===== src/include/toc_defs.vh =====
// Purpose: constants for the traction option control block
// Assumes: 10 MHz clock, APB register access
// Notes: percentages are 0..100, times in 0.1 s units
`ifndef TOC_DEFS_VH
`define TOC_DEFS_VH

`define TOC_CLK_HZ 10000000
`define TOC_TENTH_CYC (`TOC_CLK_HZ / 10)
`define TOC_HOUR_TENTHS 36000
`define TOC_SEAT_DEBOUNCE_MS 200
`define TOC_SEAT_DEBOUNCE_CYC ((`TOC_CLK_HZ / 1000) * `TOC_SEAT_DEBOUNCE_MS)

// register byte addresses
`define TOC_REG_OPTIONS 12'h000
`define TOC_REG_THROTTLE 12'h004
`define TOC_REG_RAMPS_A 12'h008
`define TOC_REG_RAMPS_B 12'h00c
`define TOC_REG_CHECKUP 12'h010
`define TOC_REG_STATUS 12'h014
`define TOC_REG_HOURS 12'h018
`define TOC_REG_SPEED 12'h01c

// options register fields
`define TOC_OPT_SEAT 0
`define TOC_OPT_HOUR_KEYON 1
`define TOC_OPT_BATT_LO 2
`define TOC_OPT_BATT_HI 3
`define TOC_OPT_RAMP_HOLD 4
`define TOC_OPT_AUX_LO 5
`define TOC_OPT_AUX_HI 6
`define TOC_OPT_QINV_LO 7
`define TOC_OPT_QINV_HI 8
`define TOC_OPT_TEMP_LO 9
`define TOC_OPT_TEMP_HI 10
`define TOC_OPT_INV_NC 11
`define TOC_OPT_AUXTIME_LO 16
`define TOC_OPT_AUXTIME_HI 22
`define TOC_OPT_RESET 32'h0000_0000

// mode encodings
`define TOC_AUX_BRAKE 2'h0
`define TOC_AUX_STEER_MOTION 2'h1
`define TOC_AUX_STEER_EXCL 2'h2
`define TOC_QINV_NONE 2'h0
`define TOC_QINV_TIMED 2'h1
`define TOC_TEMP_ANALOG 2'h0
`define TOC_TEMP_DIGITAL 2'h1

// levels and limits
`define TOC_BATT_LOW_PCT 7'h0a
`define TOC_BATT_SPEED_PCT 7'h18
`define TOC_FULL_PCT 7'h64
`define TOC_CHECK_WARN_H 16'h012c
`define TOC_CHECK_SLOW_H 16'h0154
`define TOC_CHECK_STOP_H 16'h017c
`define TOC_CHECK_SLOW_PCT 7'h32
`define TOC_QINV_TENTHS 7'h0f
`define TOC_FREQ_FULL 16'h03e8
`define TOC_TEMP_HOT_LEVEL 10'h300
`define TOC_THROTTLE_RESET 32'h0000_3246
`define TOC_RAMP_RESET 32'h0a0a_0a0a

`endif


===== src/core/toc_tick_timer.v =====
// Purpose: counts one pulse per period of a fixed number of cycles
// Assumes: run high keeps counting, low clears
// Notes: used for the tenth-second base
`timescale 1ns/10ps
module toc_tick_timer #(
    parameter PERIOD = 1000000,
    parameter W = 20
) (
    // clock and reset
    input wire clk,
    input wire rst_n,
    // control
    input wire run,
    output reg tick
);
    reg [W-1:0] count;

    always @(posedge clk or negedge rst_n) begin
        if (!rst_n) begin
            count <= {W{1'b0}};
            tick <= 1'b0;
        end else if (!run) begin
            count <= {W{1'b0}};
            tick <= 1'b0;
        end else if (count == PERIOD[W-1:0] - 1'b1) begin
            count <= {W{1'b0}};
            tick <= 1'b1;
        end else begin
            count <= count + 1'b1;
            tick <= 1'b0;
        end
    end
endmodule


===== src/core/toc_ramp.v =====
// Purpose: linear frequency ramp toward a target
// Assumes: full scale 1000 units = 100 Hz; times in 0.1 s
// Notes: step per tenth-second is full scale over the time
`timescale 1ns/10ps
`include "toc_defs.vh"
module toc_ramp (
    // clock and reset
    input wire clk,
    input wire rst_n,
    // control
    input wire tick,
    input wire [15:0] target,
    input wire [6:0] up_time,
    input wire [6:0] down_time,
    output reg [15:0] freq
);
    reg [15:0] step_up;
    reg [15:0] step_dn;

    always @* begin
        step_up = (up_time == 7'h00) ? `TOC_FREQ_FULL : (`TOC_FREQ_FULL / {9'h000, up_time});
        step_dn = (down_time == 7'h00) ? `TOC_FREQ_FULL :
                  (`TOC_FREQ_FULL / {9'h000, down_time});
    end

    always @(posedge clk or negedge rst_n) begin
        if (!rst_n) begin
            freq <= 16'h0000;
        end else if (freq < target) begin
            if (up_time == 7'h00)
                freq <= target;
            else if (tick)
                freq <= (target - freq <= step_up) ? target : freq + step_up;
        end else if (freq > target) begin
            if (down_time == 7'h00)
                freq <= target;
            else if (tick)
                freq <= (freq - target <= step_dn) ? target : freq - step_dn;
        end
    end
endmodule


===== src/core/toc_traction_ctrl.v =====
// Purpose: option-driven traction control of a truck inverter
// Assumes: inputs synchronous to clk; console writes via APB
// Notes: frequency in 0.1 Hz units; speed percentages 0..100
// Behaviour
// - handle mode: tiller release acts at once
// - seat mode: release recognised after debounce
// - hours count running or key-on per option
// - battery level 0: compute, take no action
// - levels 1,3: alarm at 10%, inhibit lift
// - level 2: also limit speed to 24%
// - ramp hold keeps truck for auxiliary time
// - hold off: slow descent during auxiliary time
// - after auxiliary time: brake, release bridge
// - aux output: brake or motion steering contactor
// - exclusive steering contactor or unused output
// - quick inversion none, timed or belly
// - inversion polarity selects closed or open active
// - motor sensor analog, digital or ignored
// - pedal deadband before any speed demand
// - two-segment pedal curve through knee point
// - check-up warning from 300 hours if enabled
// - option 2 slows at 340, 3 stops 380
// - acceleration ramp time for 0 to 100 Hz
// - release or tiller braking deceleration time
// - reversal, backoff, limit and curve decel times
// - auxiliary time 0 to 12.7 s, 0.1 s
`timescale 1ns/10ps
`include "toc_defs.vh"
module toc_traction_ctrl #(
    parameter SEAT_DEBOUNCE_CYC = `TOC_SEAT_DEBOUNCE_CYC,
    parameter TENTH_CYC = `TOC_TENTH_CYC
) (
    // clock and reset
    input wire clk,
    input wire rst_n,
    // apb slave
    input wire psel,
    input wire penable,
    input wire pwrite,
    input wire [11:0] paddr,
    input wire [31:0] pwdata,
    output wire [31:0] prdata,
    output wire pready,
    output wire pslverr,
    // operator inputs
    input wire key_on,
    input wire presence_in,
    input wire dir_fwd,
    input wire dir_rev,
    input wire brake_pedal,
    input wire steer_excl_in,
    input wire qinv_in,
    input wire curve_cutback,
    input wire speed_reduce,
    input wire encoder_present,
    input wire [6:0] pedal_pct,
    input wire [6:0] battery_pct,
    input wire [9:0] motor_temp_analog,
    input wire motor_temp_digital,
    // outputs
    output reg aux_out,
    output reg bridge_enable,
    output reg hold_active,
    output reg lift_inhibit,
    output reg battery_low_alarm,
    output reg checkup_warning,
    output reg truck_stopped,
    output reg qinv_active,
    output reg motor_overtemp,
    output wire [15:0] motor_freq
);
    // states of the stop-on-ramp sequencer
    localparam ST_RUN = 3'b001;
    localparam ST_HOLD = 3'b010;
    localparam ST_PARK = 3'b100;

    reg [31:0] opt, thr, ramps_a, ramps_b, rdata, rdata_q, deb_cnt, scaled;
    reg [15:0] hours, hour_tenths, target, span, prod;
    reg [6:0] aux_cnt, qinv_cnt, prev_limit, speed_cap, curve_pct, next_cap, down_time;
    reg [2:0] state, dec_sel;
    reg [1:0] check_type;
    reg check_done, presence, prev_fwd, prev_rev;
    wire tick, travel_req, qinv_raw, wr, batt_low;
    wire [1:0] aux_mode, batt_mode, qinv_mode, temp_mode;
    wire [6:0] aux_time, deadband, knee_x, knee_y;

    assign aux_mode = opt[`TOC_OPT_AUX_HI:`TOC_OPT_AUX_LO];
    assign batt_mode = opt[`TOC_OPT_BATT_HI:`TOC_OPT_BATT_LO];
    assign qinv_mode = opt[`TOC_OPT_QINV_HI:`TOC_OPT_QINV_LO];
    assign temp_mode = opt[`TOC_OPT_TEMP_HI:`TOC_OPT_TEMP_LO];
    assign aux_time = opt[`TOC_OPT_AUXTIME_HI:`TOC_OPT_AUXTIME_LO];
    assign deadband = thr[6:0];
    assign knee_x = thr[14:8];
    assign knee_y = thr[22:16];
    assign travel_req = presence && (dir_fwd ^ dir_rev);
    assign qinv_raw = opt[`TOC_OPT_INV_NC] ? !qinv_in : qinv_in;
    assign batt_low = battery_pct <= `TOC_BATT_LOW_PCT;

    // apb: zero wait states, unmapped reads zero without error
    assign wr = psel && penable && pwrite;
    assign pready = 1'b1;
    assign pslverr = 1'b0;
    assign prdata = rdata_q;

    always @(posedge clk or negedge rst_n) begin
        if (!rst_n)
            rdata_q <= 32'h0000_0000;
        else if (psel && !penable)
            rdata_q <= rdata;
    end

    always @(posedge clk or negedge rst_n) begin
        if (!rst_n) begin
            opt <= `TOC_OPT_RESET;
            thr <= `TOC_THROTTLE_RESET;
            ramps_a <= `TOC_RAMP_RESET;
            ramps_b <= `TOC_RAMP_RESET;
            check_type <= 2'h0;
        end else if (wr) begin
            case (paddr)
                `TOC_REG_OPTIONS: opt <= pwdata;
                `TOC_REG_THROTTLE: thr <= pwdata;
                `TOC_REG_RAMPS_A: ramps_a <= pwdata;
                `TOC_REG_RAMPS_B: ramps_b <= pwdata;
                `TOC_REG_CHECKUP: check_type <= pwdata[1:0];
                default: ;
            endcase
        end
    end

    always @* begin
        case (paddr)
            `TOC_REG_OPTIONS: rdata = opt;
            `TOC_REG_THROTTLE: rdata = thr;
            `TOC_REG_RAMPS_A: rdata = ramps_a;
            `TOC_REG_RAMPS_B: rdata = ramps_b;
            `TOC_REG_CHECKUP: rdata = {29'h0, check_done, check_type};
            `TOC_REG_STATUS: rdata = {22'h0, motor_overtemp, qinv_active, truck_stopped,
                                      checkup_warning, battery_low_alarm, lift_inhibit,
                                      hold_active, bridge_enable, aux_out, presence};
            `TOC_REG_HOURS: rdata = {16'h0, hours};
            `TOC_REG_SPEED: rdata = {9'h0, speed_cap, motor_freq};
            default: rdata = 32'h0000_0000;
        endcase
    end

    toc_tick_timer #(
        .PERIOD(TENTH_CYC),
        .W(24)
    ) u_tenth (
        .clk(clk),
        .rst_n(rst_n),
        .run(1'b1),
        .tick(tick)
    );

    // operator presence with optional seat debounce
    always @(posedge clk or negedge rst_n) begin
        if (!rst_n) begin
            presence <= 1'b0;
            deb_cnt <= 32'h0;
        end else if (presence_in) begin
            presence <= 1'b1;
            deb_cnt <= 32'h0;
        end else if (!opt[`TOC_OPT_SEAT]) begin
            presence <= 1'b0;
        end else if (deb_cnt >= SEAT_DEBOUNCE_CYC - 1) begin
            presence <= 1'b0;
        end else begin
            deb_cnt <= deb_cnt + 32'h1;
        end
    end

    // hour meter and check-up flags
    always @(posedge clk or negedge rst_n) begin
        if (!rst_n) begin
            hours <= 16'h0;
            hour_tenths <= 16'h0;
            check_done <= 1'b0;
        end else begin
            if (tick && key_on && (opt[`TOC_OPT_HOUR_KEYON] || motor_freq != 16'h0)) begin
                if (hour_tenths == `TOC_HOUR_TENTHS - 1) begin
                    hour_tenths <= 16'h0;
                    hours <= hours + 16'h1;
                end else begin
                    hour_tenths <= hour_tenths + 16'h1;
                end
            end
            if (wr && paddr == `TOC_REG_CHECKUP)
                check_done <= pwdata[2];
        end
    end

    // stop on ramp sequencer
    always @(posedge clk or negedge rst_n) begin
        if (!rst_n) begin
            state <= ST_PARK;
            aux_cnt <= 7'h0;
        end else begin
            case (state)
                ST_RUN: begin
                    aux_cnt <= 7'h0;
                    if (!presence)
                        state <= ST_PARK;
                    else if (!travel_req && motor_freq == 16'h0)
                        state <= ST_HOLD;
                end
                ST_HOLD: begin
                    if (travel_req) begin
                        state <= ST_RUN;
                    end else if (!presence || aux_cnt >= aux_time) begin
                        state <= ST_PARK;
                    end else if (tick) begin
                        aux_cnt <= aux_cnt + 7'h1;
                    end
                end
                ST_PARK: begin
                    if (travel_req)
                        state <= ST_RUN;
                end
                default: state <= ST_PARK;
            endcase
        end
    end

    // quick inversion timer
    always @(posedge clk or negedge rst_n) begin
        if (!rst_n) begin
            qinv_active <= 1'b0;
            qinv_cnt <= 7'h0;
        end else if (qinv_mode == `TOC_QINV_NONE || !qinv_raw) begin
            qinv_active <= 1'b0;
            qinv_cnt <= 7'h0;
        end else if (qinv_mode == `TOC_QINV_TIMED) begin
            qinv_active <= qinv_cnt < `TOC_QINV_TENTHS;
            if (tick && qinv_cnt < `TOC_QINV_TENTHS)
                qinv_cnt <= qinv_cnt + 7'h1;
        end else begin
            qinv_active <= 1'b1;
        end
    end

    // pedal curve and speed limits
    always @* begin
        prod = 16'h0;
        if (pedal_pct <= deadband || !travel_req) begin
            curve_pct = 7'h0;
        end else if (pedal_pct <= knee_x) begin
            span = {9'h0, knee_x - deadband};
            if (span != 16'h0)
                prod = ({9'h0, pedal_pct - deadband} * {9'h0, knee_y}) / span;
            curve_pct = prod[6:0];
        end else begin
            span = {9'h0, `TOC_FULL_PCT - knee_x};
            prod = {9'h0, knee_y};
            if (span != 16'h0)
                prod = prod + ({9'h0, pedal_pct - knee_x} *
                       {9'h0, `TOC_FULL_PCT - knee_y}) / span;
            curve_pct = prod[6:0];
        end
        if (pedal_pct <= deadband || !travel_req)
            span = 16'h0;
        next_cap = `TOC_FULL_PCT;
        if (batt_mode == 2'h2 && batt_low && next_cap > `TOC_BATT_SPEED_PCT)
            next_cap = `TOC_BATT_SPEED_PCT;
        if (check_type >= 2'h2 && !check_done && hours >= `TOC_CHECK_SLOW_H &&
            next_cap > `TOC_CHECK_SLOW_PCT)
            next_cap = `TOC_CHECK_SLOW_PCT;
        if (curve_pct > next_cap)
            curve_pct = next_cap;
        scaled = ({25'h0, curve_pct} * {16'h0, `TOC_FREQ_FULL}) / {25'h0, `TOC_FULL_PCT};
        target = (state == ST_RUN && !truck_stopped) ? scaled[15:0] : 16'h0;
        // pick deceleration time by cause
        if (!presence)
            down_time = ramps_a[22:16];
        else if (!travel_req)
            down_time = ramps_a[14:8];
        else
            case (dec_sel)
                3'b001: down_time = ramps_a[30:24];
                3'b010: down_time = ramps_b[6:0];
                3'b100: down_time = ramps_b[14:8];
                default: down_time = ramps_b[22:16];
            endcase
    end

    // remember why the demand dropped
    always @(posedge clk or negedge rst_n) begin
        if (!rst_n) begin
            prev_fwd <= 1'b0;
            prev_rev <= 1'b0;
            prev_limit <= `TOC_FULL_PCT;
            dec_sel <= 3'b000;
            speed_cap <= `TOC_FULL_PCT;
        end else begin
            prev_fwd <= dir_fwd;
            prev_rev <= dir_rev;
            prev_limit <= next_cap;
            speed_cap <= next_cap;
            if ((prev_fwd && dir_rev) || (prev_rev && dir_fwd))
                dec_sel <= 3'b001;
            else if (speed_reduce || next_cap < prev_limit)
                dec_sel <= 3'b100;
            else if (curve_cutback)
                dec_sel <= 3'b000;
            else if (motor_freq > target)
                dec_sel <= dec_sel == 3'b000 ? 3'b010 : dec_sel;
            else
                dec_sel <= 3'b010;
        end
    end

    toc_ramp u_ramp (
        .clk(clk),
        .rst_n(rst_n),
        .tick(tick),
        .target(target),
        .up_time(ramps_a[6:0]),
        .down_time(down_time),
        .freq(motor_freq)
    );

    // registered outputs
    always @(posedge clk or negedge rst_n) begin
        if (!rst_n) begin
            aux_out <= 1'b0;
            bridge_enable <= 1'b0;
            hold_active <= 1'b0;
            lift_inhibit <= 1'b0;
            battery_low_alarm <= 1'b0;
            checkup_warning <= 1'b0;
            truck_stopped <= 1'b0;
            motor_overtemp <= 1'b0;
        end else begin
            battery_low_alarm <= batt_mode != 2'h0 && batt_low;
            lift_inhibit <= batt_mode != 2'h0 && batt_low;
            checkup_warning <= check_type != 2'h0 && !check_done &&
                               hours >= `TOC_CHECK_WARN_H;
            truck_stopped <= check_type == 2'h3 && !check_done &&
                             hours >= `TOC_CHECK_STOP_H;
            hold_active <= state == ST_HOLD && opt[`TOC_OPT_RAMP_HOLD] &&
                           encoder_present;
            bridge_enable <= state == ST_RUN || (state == ST_HOLD && opt[`TOC_OPT_RAMP_HOLD] &&
                             encoder_present);
            case (temp_mode)
                `TOC_TEMP_ANALOG: motor_overtemp <= motor_temp_analog >= `TOC_TEMP_HOT_LEVEL;
                `TOC_TEMP_DIGITAL: motor_overtemp <= motor_temp_digital;
                default: motor_overtemp <= 1'b0;
            endcase
            case (aux_mode)
                `TOC_AUX_BRAKE: aux_out <= state != ST_PARK;
                `TOC_AUX_STEER_MOTION: aux_out <= dir_fwd || dir_rev || brake_pedal ||
                                                  motor_freq != 16'h0;
                `TOC_AUX_STEER_EXCL: aux_out <= steer_excl_in;
                default: aux_out <= 1'b0;
            endcase
        end
    end
endmodule


===== config.mk =====
export PLATFORM = sky130hd
export DESIGN_NAME = toc_traction_ctrl
export DESIGN_NICKNAME = d
export VERILOG_FILES = /design/src/core/toc_tick_timer.v /design/src/core/toc_ramp.v /design/src/core/toc_traction_ctrl.v
export VERILOG_INCLUDE_DIRS = /design/src /design/src/include
export SDC_FILE = /design/constraint.sdc
export NUM_CORES = 2
export LEC_CHECK = 0
export BUFFER_PORTS_ARGS = -buffer_cell sky130_fd_sc_hd__buf_2
export CAP_MARGIN = 10
export CORE_ASPECT_RATIO = 1.1
export CORE_UTILIZATION = 45
export DETAILED_ROUTE_END_ITERATION = 16
export PLACE_DENSITY_LB_ADDON = 0.2
export SYNTH_ARGS = -nofsm -noshare
export SYNTH_HDL_FRONTEND = slang
export SYNTH_SLANG_ARGS = --single-unit

===== constraint.sdc =====
create_clock -name clk -period 58.3 [get_ports clk]
set_input_delay 11.66 -clock clk [delete_from_list [all_inputs] [get_ports clk]]
set_output_delay 11.66 -clock clk [all_outputs]
set_load 0.01 [all_outputs]

# Word-level counts from Yosys, hierarchy flattened
# Cells that the tools add are included.
[totals] ff_bits=306 latch_bits=0 ramBits=0 romBits=0 in_bits=84 n_memories=0
[classes] add_sub_neg=16 n_mul=3 div_mod_pow=5 n_lt_le_gt_ge=18 n_eq_ne=32 shifts=0 n_mux=54 n_bitwise=1 reduce_logical=70
[ops] cell="32-bit one-hot mux with 8 select lines" n=1
[ops] cell="16-bit 2-to-1 mux" n=12
[ops] cell="7-bit 2-to-1 mux" n=15
[ops] cell="32-bit 2-to-1 mux" n=3
[ops] cell="12-bit by 5-bit equality test with 1-bit output (second input constant)" n=4
[ops] cell="16-bit by 9-bit greater-or-equal comparator with 1-bit output (second input constant)" n=3
[ops] cell="16-bit subtractor" n=3
[ops] cell="16-bit by 1-bit adder with 16-bit output (second input constant)" n=2
[ops] cell="32-bit by 1-bit adder with 32-bit output (second input constant)" n=1
[ops] cell="10-bit by 7-bit divider with 16-bit output (first input constant)" n=2
[ops] cell="14-bit by 7-bit divider with 16-bit output" n=2
[ops] cell="17-bit by 7-bit divider with 32-bit output (second input constant)" n=1
[ops] cell="32-bit by 21-bit greater-or-equal comparator with 1-bit output (second input constant)" n=1
[ops] cell="16-bit less-or-equal comparator" n=2
[ops] cell="3-bit 2-to-1 mux" n=10
[ops] cell="7-bit by 7-bit multiplier with 14-bit output" n=2
[ops] cell="24-bit by 1-bit adder with 24-bit output (second input constant)" n=1
[ops] cell="12-bit by 4-bit equality test with 1-bit output (second input constant)" n=2
[ops] cell="24-bit by 20-bit equality test with 1-bit output (second input constant)" n=1
[ops] cell="24-bit 2-to-1 mux" n=1
[ops] cell="1-bit logical AND" n=23
[ops] cell="7-bit one-hot mux with 3 select lines" n=1
[ops] cell="7-bit subtractor" n=3
[ops] cell="16-bit adder" n=1
[ops] cell="other kinds (47)" n=102

# Depth between registers and ports, before layout
[logic_depth] ltp_word=19 mapped_depth=286 ltp_nobuf=273

# By module
# From an unflattened synthesis, not the netlist that was laid out.
[unflattened] cells_unflattened=6088 hier_area_um2=48258.8
[modules_own_cells] mod="toc_traction_ctrl" instances=1 cells_each=3923 area_per_inst_um2=32556.2 seq_area_each_um2=6612.6
[modules_own_cells] mod="toc_ramp" instances=1 cells_each=2028 area_per_inst_um2=14402.6 seq_area_each_um2=400.4
[modules_own_cells] mod="toc_tick_timer" instances=1 cells_each=137 area_per_inst_um2=1300.0 seq_area_each_um2=625.6

# Worst setup path after synthesis
# OpenSTA, ideal clock, no wires.
[synth_path] path_kind="input port to flip-flop" start="input pedal_pct[1]" end="register u_ramp.freq[0]" setup_ps=65 arrival_ps=63768 t_required_ps=58235 path_slack_ps=-5533 cell_stages=269 n_path_buf=12 path_cell_list="ha_1 -> nor2b_1 -> o21ai_0 -> nand2b_1 -> a21o_1 -> a21o_1 -> xnor2_1 -> nor2_1 -> fa_1 -> inv_1 -> fa_1 -> inv_1 -> fa_1 -> inv_1 -> fa_1 -> inv_1 -> ha_1 -> a21oi_1 -> [... 233 more ...] -> and2_1 -> nor2b_1 -> o21a_1 -> o21ai_0 -> a21oi_1 -> nor2_1 -> or2_2 -> nor2_1 -> xnor2_1 -> ha_1 -> nand3_1 -> or2_2 -> o31a_1 -> o21a_1 -> or2_2 -> buf_2 -> a311oi_1 -> o22a_1"
[synth_via] elab_chain_cells=19
[synth_lines] item="start: declaration" line_no="toc_traction_ctrl.v:56" source="input wire [6:0] pedal_pct,"
[synth_lines] item="7-bit subtractor" line_no="toc_traction_ctrl.v:257" source="prod = prod + ({9'h0, pedal_pct - knee_x} *"
[synth_lines] item="7-bit by 7-bit multiplier with 14-bit output" line_no="toc_traction_ctrl.v:257"
[synth_lines] item="14-bit by 7-bit divider with 16-bit output" line_no="toc_traction_ctrl.v:257"
[synth_lines] item="7-bit adder" line_no="toc_traction_ctrl.v:257"
[synth_lines] item="7-bit 2-to-1 mux" line_no="toc_traction_ctrl.v:256" source="if (span != 16'h0)"
[synth_lines] item="7-bit 2-to-1 mux" line_no="toc_traction_ctrl.v:248" source="end else if (pedal_pct <= knee_x) begin"
[synth_lines] item="7-bit 2-to-1 mux *" line_no="toc_traction_ctrl.v:246" source="if (pedal_pct <= deadband || !travel_req) begin"
[synth_lines] item="7-bit > comparator" line_no="toc_traction_ctrl.v:269" source="if (curve_pct > next_cap)"
[synth_lines] item="[... 3 more ...]"
[synth_lines] item="16-bit 2-to-1 mux *" line_no="toc_traction_ctrl.v:272" source="target = (state == ST_RUN && !truck_stopped) ? scaled[15:0] : 16'h0;"
[synth_lines] item="16-bit subtractor" line_no="toc_ramp.v:38" source="freq <= (freq - target <= step_dn) ? target : freq - step_dn;"
[synth_lines] item="16-bit less-or-equal comparator" line_no="toc_ramp.v:38"
[synth_lines] item="16-bit 2-to-1 mux" line_no="toc_ramp.v:38"
[synth_lines] item="16-bit 2-to-1 mux" line_no="toc_ramp.v:37" source="else if (tick)"
[synth_lines] item="16-bit 2-to-1 mux" line_no="toc_ramp.v:35" source="if (down_time == 7'h00)"
[synth_lines] item="16-bit 2-to-1 mux" line_no="toc_ramp.v:34" source="end else if (freq > target) begin"
[synth_lines] item="16-bit 2-to-1 mux" line_no="toc_ramp.v:29" source="end else if (freq < target) begin"
[synth_lines] item="end signal: assignment" line_no="toc_ramp.v:31" source="freq <= target;"
[synth_lines] item="end signal: assignment" line_no="toc_ramp.v:36" source="freq <= target;"
[synth_lines] item="end signal: assignment" line_no="toc_ramp.v:38"
[synth_lines] item="end: declaration" line_no="toc_ramp.v:15" source="output reg [15:0] freq"
# Mark *: on every way between the ends. The rest lies on a longest branch, timed or not. The select of a mux whose other input is x is not followed.
# A chain may end at the register's enable or synchronous reset.

# Worst setup path after layout
# Ends and elaborated chain as after synthesis.

==> results.sh <==
export IMPL_status="complete, but fails checks"
export IMPL_violations="setup timing"
export IMPL_critical_path_class="primary input to flip-flop"
export IMPL_numCtsBuffers=35
export IMPL_clock_latency_ns=0.57
export IMPL_routed_via_count=46800
export IMPL_initial_utilization=0.455
export IMPL_post_synth_top_count_cell="sky130_fd_sc_hd__ha_1"
export IMPL_yosys_top_cells_count="571 x sky130_fd_sc_hd__ha_1, 495 x sky130_fd_sc_hd__nand2_1, 476 x sky130_fd_sc_hd__nor2_1"
export IMPL_final_fill_count=8894
export IMPL_timing_critical_path_to_type="flip-flop"
export IMPL_finalWorstSetupSlack_ns=-1.72
export IMPL_final_cell_area_um2=58500
export IMPL_cts_tree="yes"
export IMPL_worst_ep_required_time_ns=58.79
export IMPL_post_synth_top_area_fraction=0.158
export IMPL_globalRouteOverflowTotal=0
export IMPL_ant_nets=0
export IMPL_hold_worst_slack_ns=0.468
export IMPL_crit_slowest_cell="sky130_fd_sc_hd__fa_1"
export IMPL_die_area_um2=102000
export IMPL_htreeDepth=2
export IMPL_drc=0
export IMPL_firstDrtPassIters=6
export IMPL_numClockSinks=304
export IMPL_yosys_warnings=0
export IMPL_global_route_wire_length_before_repair_mm=235
export IMPL_finalWeightedCongestion=0.942
export IMPL_layout_drive_gt1_share=0.296
export IMPL_crit_path_max_incr_delay_ns=0.55
export IMPL_ys_seq_elements=304
export IMPL_synth_enable_flop_cells=0
export IMPL_layout_area_seq_um2=7640
export IMPL_synth_main_ff_cell="sky130_fd_sc_hd__dfrtp_1"
export IMPL_crit_path_frequent_cell="sky130_fd_sc_hd__o21a_1"
export IMPL_critical_path_peak_fanout=6
export IMPL_hold_viol=0
export IMPL_asr_flop_ratio_synth=1.00
export IMPL_hold_path_class="flip-flop to flip-flop"
export IMPL_cts_path_max_buffers=3
export IMPL_maxCapViolations=0
export IMPL_final_period_utilization=1.03
export IMPL_tns_setup_ns=-24.44
export IMPL_syn_cell_area_um2=45200
export IMPL_design_final_nets=7502
export IMPL_multi_input_comb_area_um2=37300
export IMPL_routedWlPerCell_um=18.4
export IMPL_timing_final_crit_period_ns=60.02
export IMPL_syn_area_per_cell_um2=8.04
export IMPL_detail_route_vias_per_cell=5.77
export IMPL_worst_ep_arrival_time_ns=60.51
export IMPL_pre_cts_slack_ns=-3.20
export IMPL_port_buffers=132
export IMPL_cts_hold_fix_buffers=0
export IMPL_areaGrowthSynthToFinish_pct=29.5
export IMPL_tightestPinTransition_ns=1.21
export IMPL_coreArea_um2=99300
export IMPL_netlist_top_cells_area="sky130_fd_sc_hd__ha_1 16%, sky130_fd_sc_hd__dfrtp_1 15%, sky130_fd_sc_hd__mux2_2 5.1%"
export IMPL_setup_viol_count_final=18
export IMPL_maxSlewHeadroom=0.180
export IMPL_number_of_antenna_violations_at_the_first_check_in_global_routing=19
export IMPL_gr_usage_all_layers=0.281
export IMPL_routed_wirelength_mm=149
export IMPL_dieWidth_um=304
export IMPL_cts_root_buf="sky130_fd_sc_hd__clkbuf_16"
export IMPL_timing_final_max_slew_violations=0
export IMPL_synth_distinct_cells=144
export IMPL_first_global_vias=45400
export IMPL_maximum_number_of_pins_on_one_net_before_global_route_repair=116
export IMPL_post_synth_top_area_cell="sky130_fd_sc_hd__ha_1"
export IMPL_first_iter_violations=3009
export IMPL_maximum_frequency_from_static_timing_analysis_mhz=16.7
export IMPL_clk_pin_slew_worst_paths_ns=0.06
export IMPL_core_rowCount=121
export IMPL_io_pins=143
export IMPL_die_y_um=334
export IMPL_finClkSkew_ns=0.0396
export IMPL_synthesis_instances=5620
export IMPL_unrepaired_setup_endpoints_after_global_routing="yes"
export IMPL_timing_critical_path_from_type="primary input"
export IMPL_placed_cell_area_um2=53800
export IMPL_hpwl_mm=114
export IMPL_synth_seq_area_share=0.169
## sequential cells by signal, summed over array words and instances, names as in the netlist, 24 cells and up
register       flops
deb_cnt           32
opt               32
prdata            32
ramps_a           32
ramps_b           32
thr               32
u_tenth.count     24
## cell families after synthesis
family	Yosys count	share of synthesized area
multiplexers	284	0.0701
AO/OA/AOI/OAI	1600	0.244
adder cells (fa/ha/maj)	649	0.192
XOR/XNOR	366	0.0716
AND/OR/NAND/NOR	1921	0.209
other	2	0.000166
flip-flops	304	0.169
buffers and inverters	494	0.0444
## critical path, delay by kind of cell
family	cells	cell delay [ns]
adders and majority gates	28	9.16
muxes	6	1.50
and+or+nand+nor	60	8.95
buffers and inverters	68	7.73
xor gates and xnor gates	6	1.07
AOI/OAI and AO/OA	124	20.39
## placed cells by master, fill, tap and decap left out, types with 48 or more instances in the layout
cell and n:
sky130_fd_sc_hd__buf_4 1134, sky130_fd_sc_hd__ha_1 553, sky130_fd_sc_hd__nand2_1 477, sky130_fd_sc_hd__nor2_1 447, sky130_fd_sc_hd__inv_1 291, sky130_fd_sc_hd__dfrtp_1 279
sky130_fd_sc_hd__a21oi_1 278, sky130_fd_sc_hd__o21ai_0 260, sky130_fd_sc_hd__xnor2_1 209, sky130_fd_sc_hd__mux2_2 202, sky130_fd_sc_hd__nor3_1 197, sky130_fd_sc_hd__o21a_1 190
sky130_fd_sc_hd__a21o_1 162, sky130_fd_sc_hd__xor2_1 138, sky130_fd_sc_hd__buf_2 129, sky130_fd_sc_hd__nand2b_1 107, sky130_fd_sc_hd__nor2b_1 101, sky130_fd_sc_hd__nand3_1 99
sky130_fd_sc_hd__o31ai_1 74, sky130_fd_sc_hd__fa_1 72, sky130_fd_sc_hd__nand4_1 67, sky130_fd_sc_hd__mux2i_1 64, sky130_fd_sc_hd__and2_1 62, sky130_fd_sc_hd__o211ai_1 48
## layer usage
layer / global-route usage / up-vias / wire length (um)
met3: 0.0394 / 278 / 8680
li1: - / 22900 / -
met5: 0 / - / 83
met2: 0.474 / 1187 / 68300
met1: 0.368 / 22400 / 66500
met4: 0.0910 / 14 / 5150
## per-stage QoR
step / utilization / cells
after floorplan: - / 5626
after global placement: 0.541 / 7748
after detailed placement: 0.541 / 7748
after CTS: 0.578 / 8033
after global routing: 0.589 / 8094
final: 0.589 / 8099
## final cells by class
type / count / area share
multi-input cells: 4828 / 0.638
clock inverters: 19 / 0.00406
inverters: 311 / 0.0201
diodes: 8 / 0.000342
clock buffers: 45 / 0.0163
flip-flops and latches: 304 / 0.131
repair buffers: 1293 / 0.163
well taps: 1291 / 0.0276
## worst paths after layout
check / from / endpoint / slack (ns) / cells after the start
min in group asynchronous: rst_n / u_tenth.count[17]$_DFF_PN0_ / 11.18 / 1
max in group asynchronous: rst_n / prdata[22]$_DFFE_PN0P_ / 44.98 / 3
min: u_tenth.count[4]$_DFF_PN0_ / u_tenth.count[4]$_DFF_PN0_ / 0.47 / 1
min reg2reg: u_tenth.count[4]$_DFF_PN0_ / u_tenth.count[4]$_DFF_PN0_ / 0.47 / 1
max: pedal_pct[1] / u_ramp.freq[0]$_DFFE_PN0P_ / -1.72 / 292
max reg2reg: thr[16]$_DFFE_PN0P_ / u_ramp.freq[0]$_DFFE_PN0P_ / 8.11 / 289
## what timing repair did
action	in CTS	in global routing
gates resized for setup	186	127
cloned	1	0
buffers inserted	221	59
endpoints found under the hold margin	0	0
pin swaps	163	90
endpoints found under the setup margin	19	19
Power is left out: the tool's default activity adds up to more than one toggle a clock period on the data nets, which glitch-free logic cannot reach.
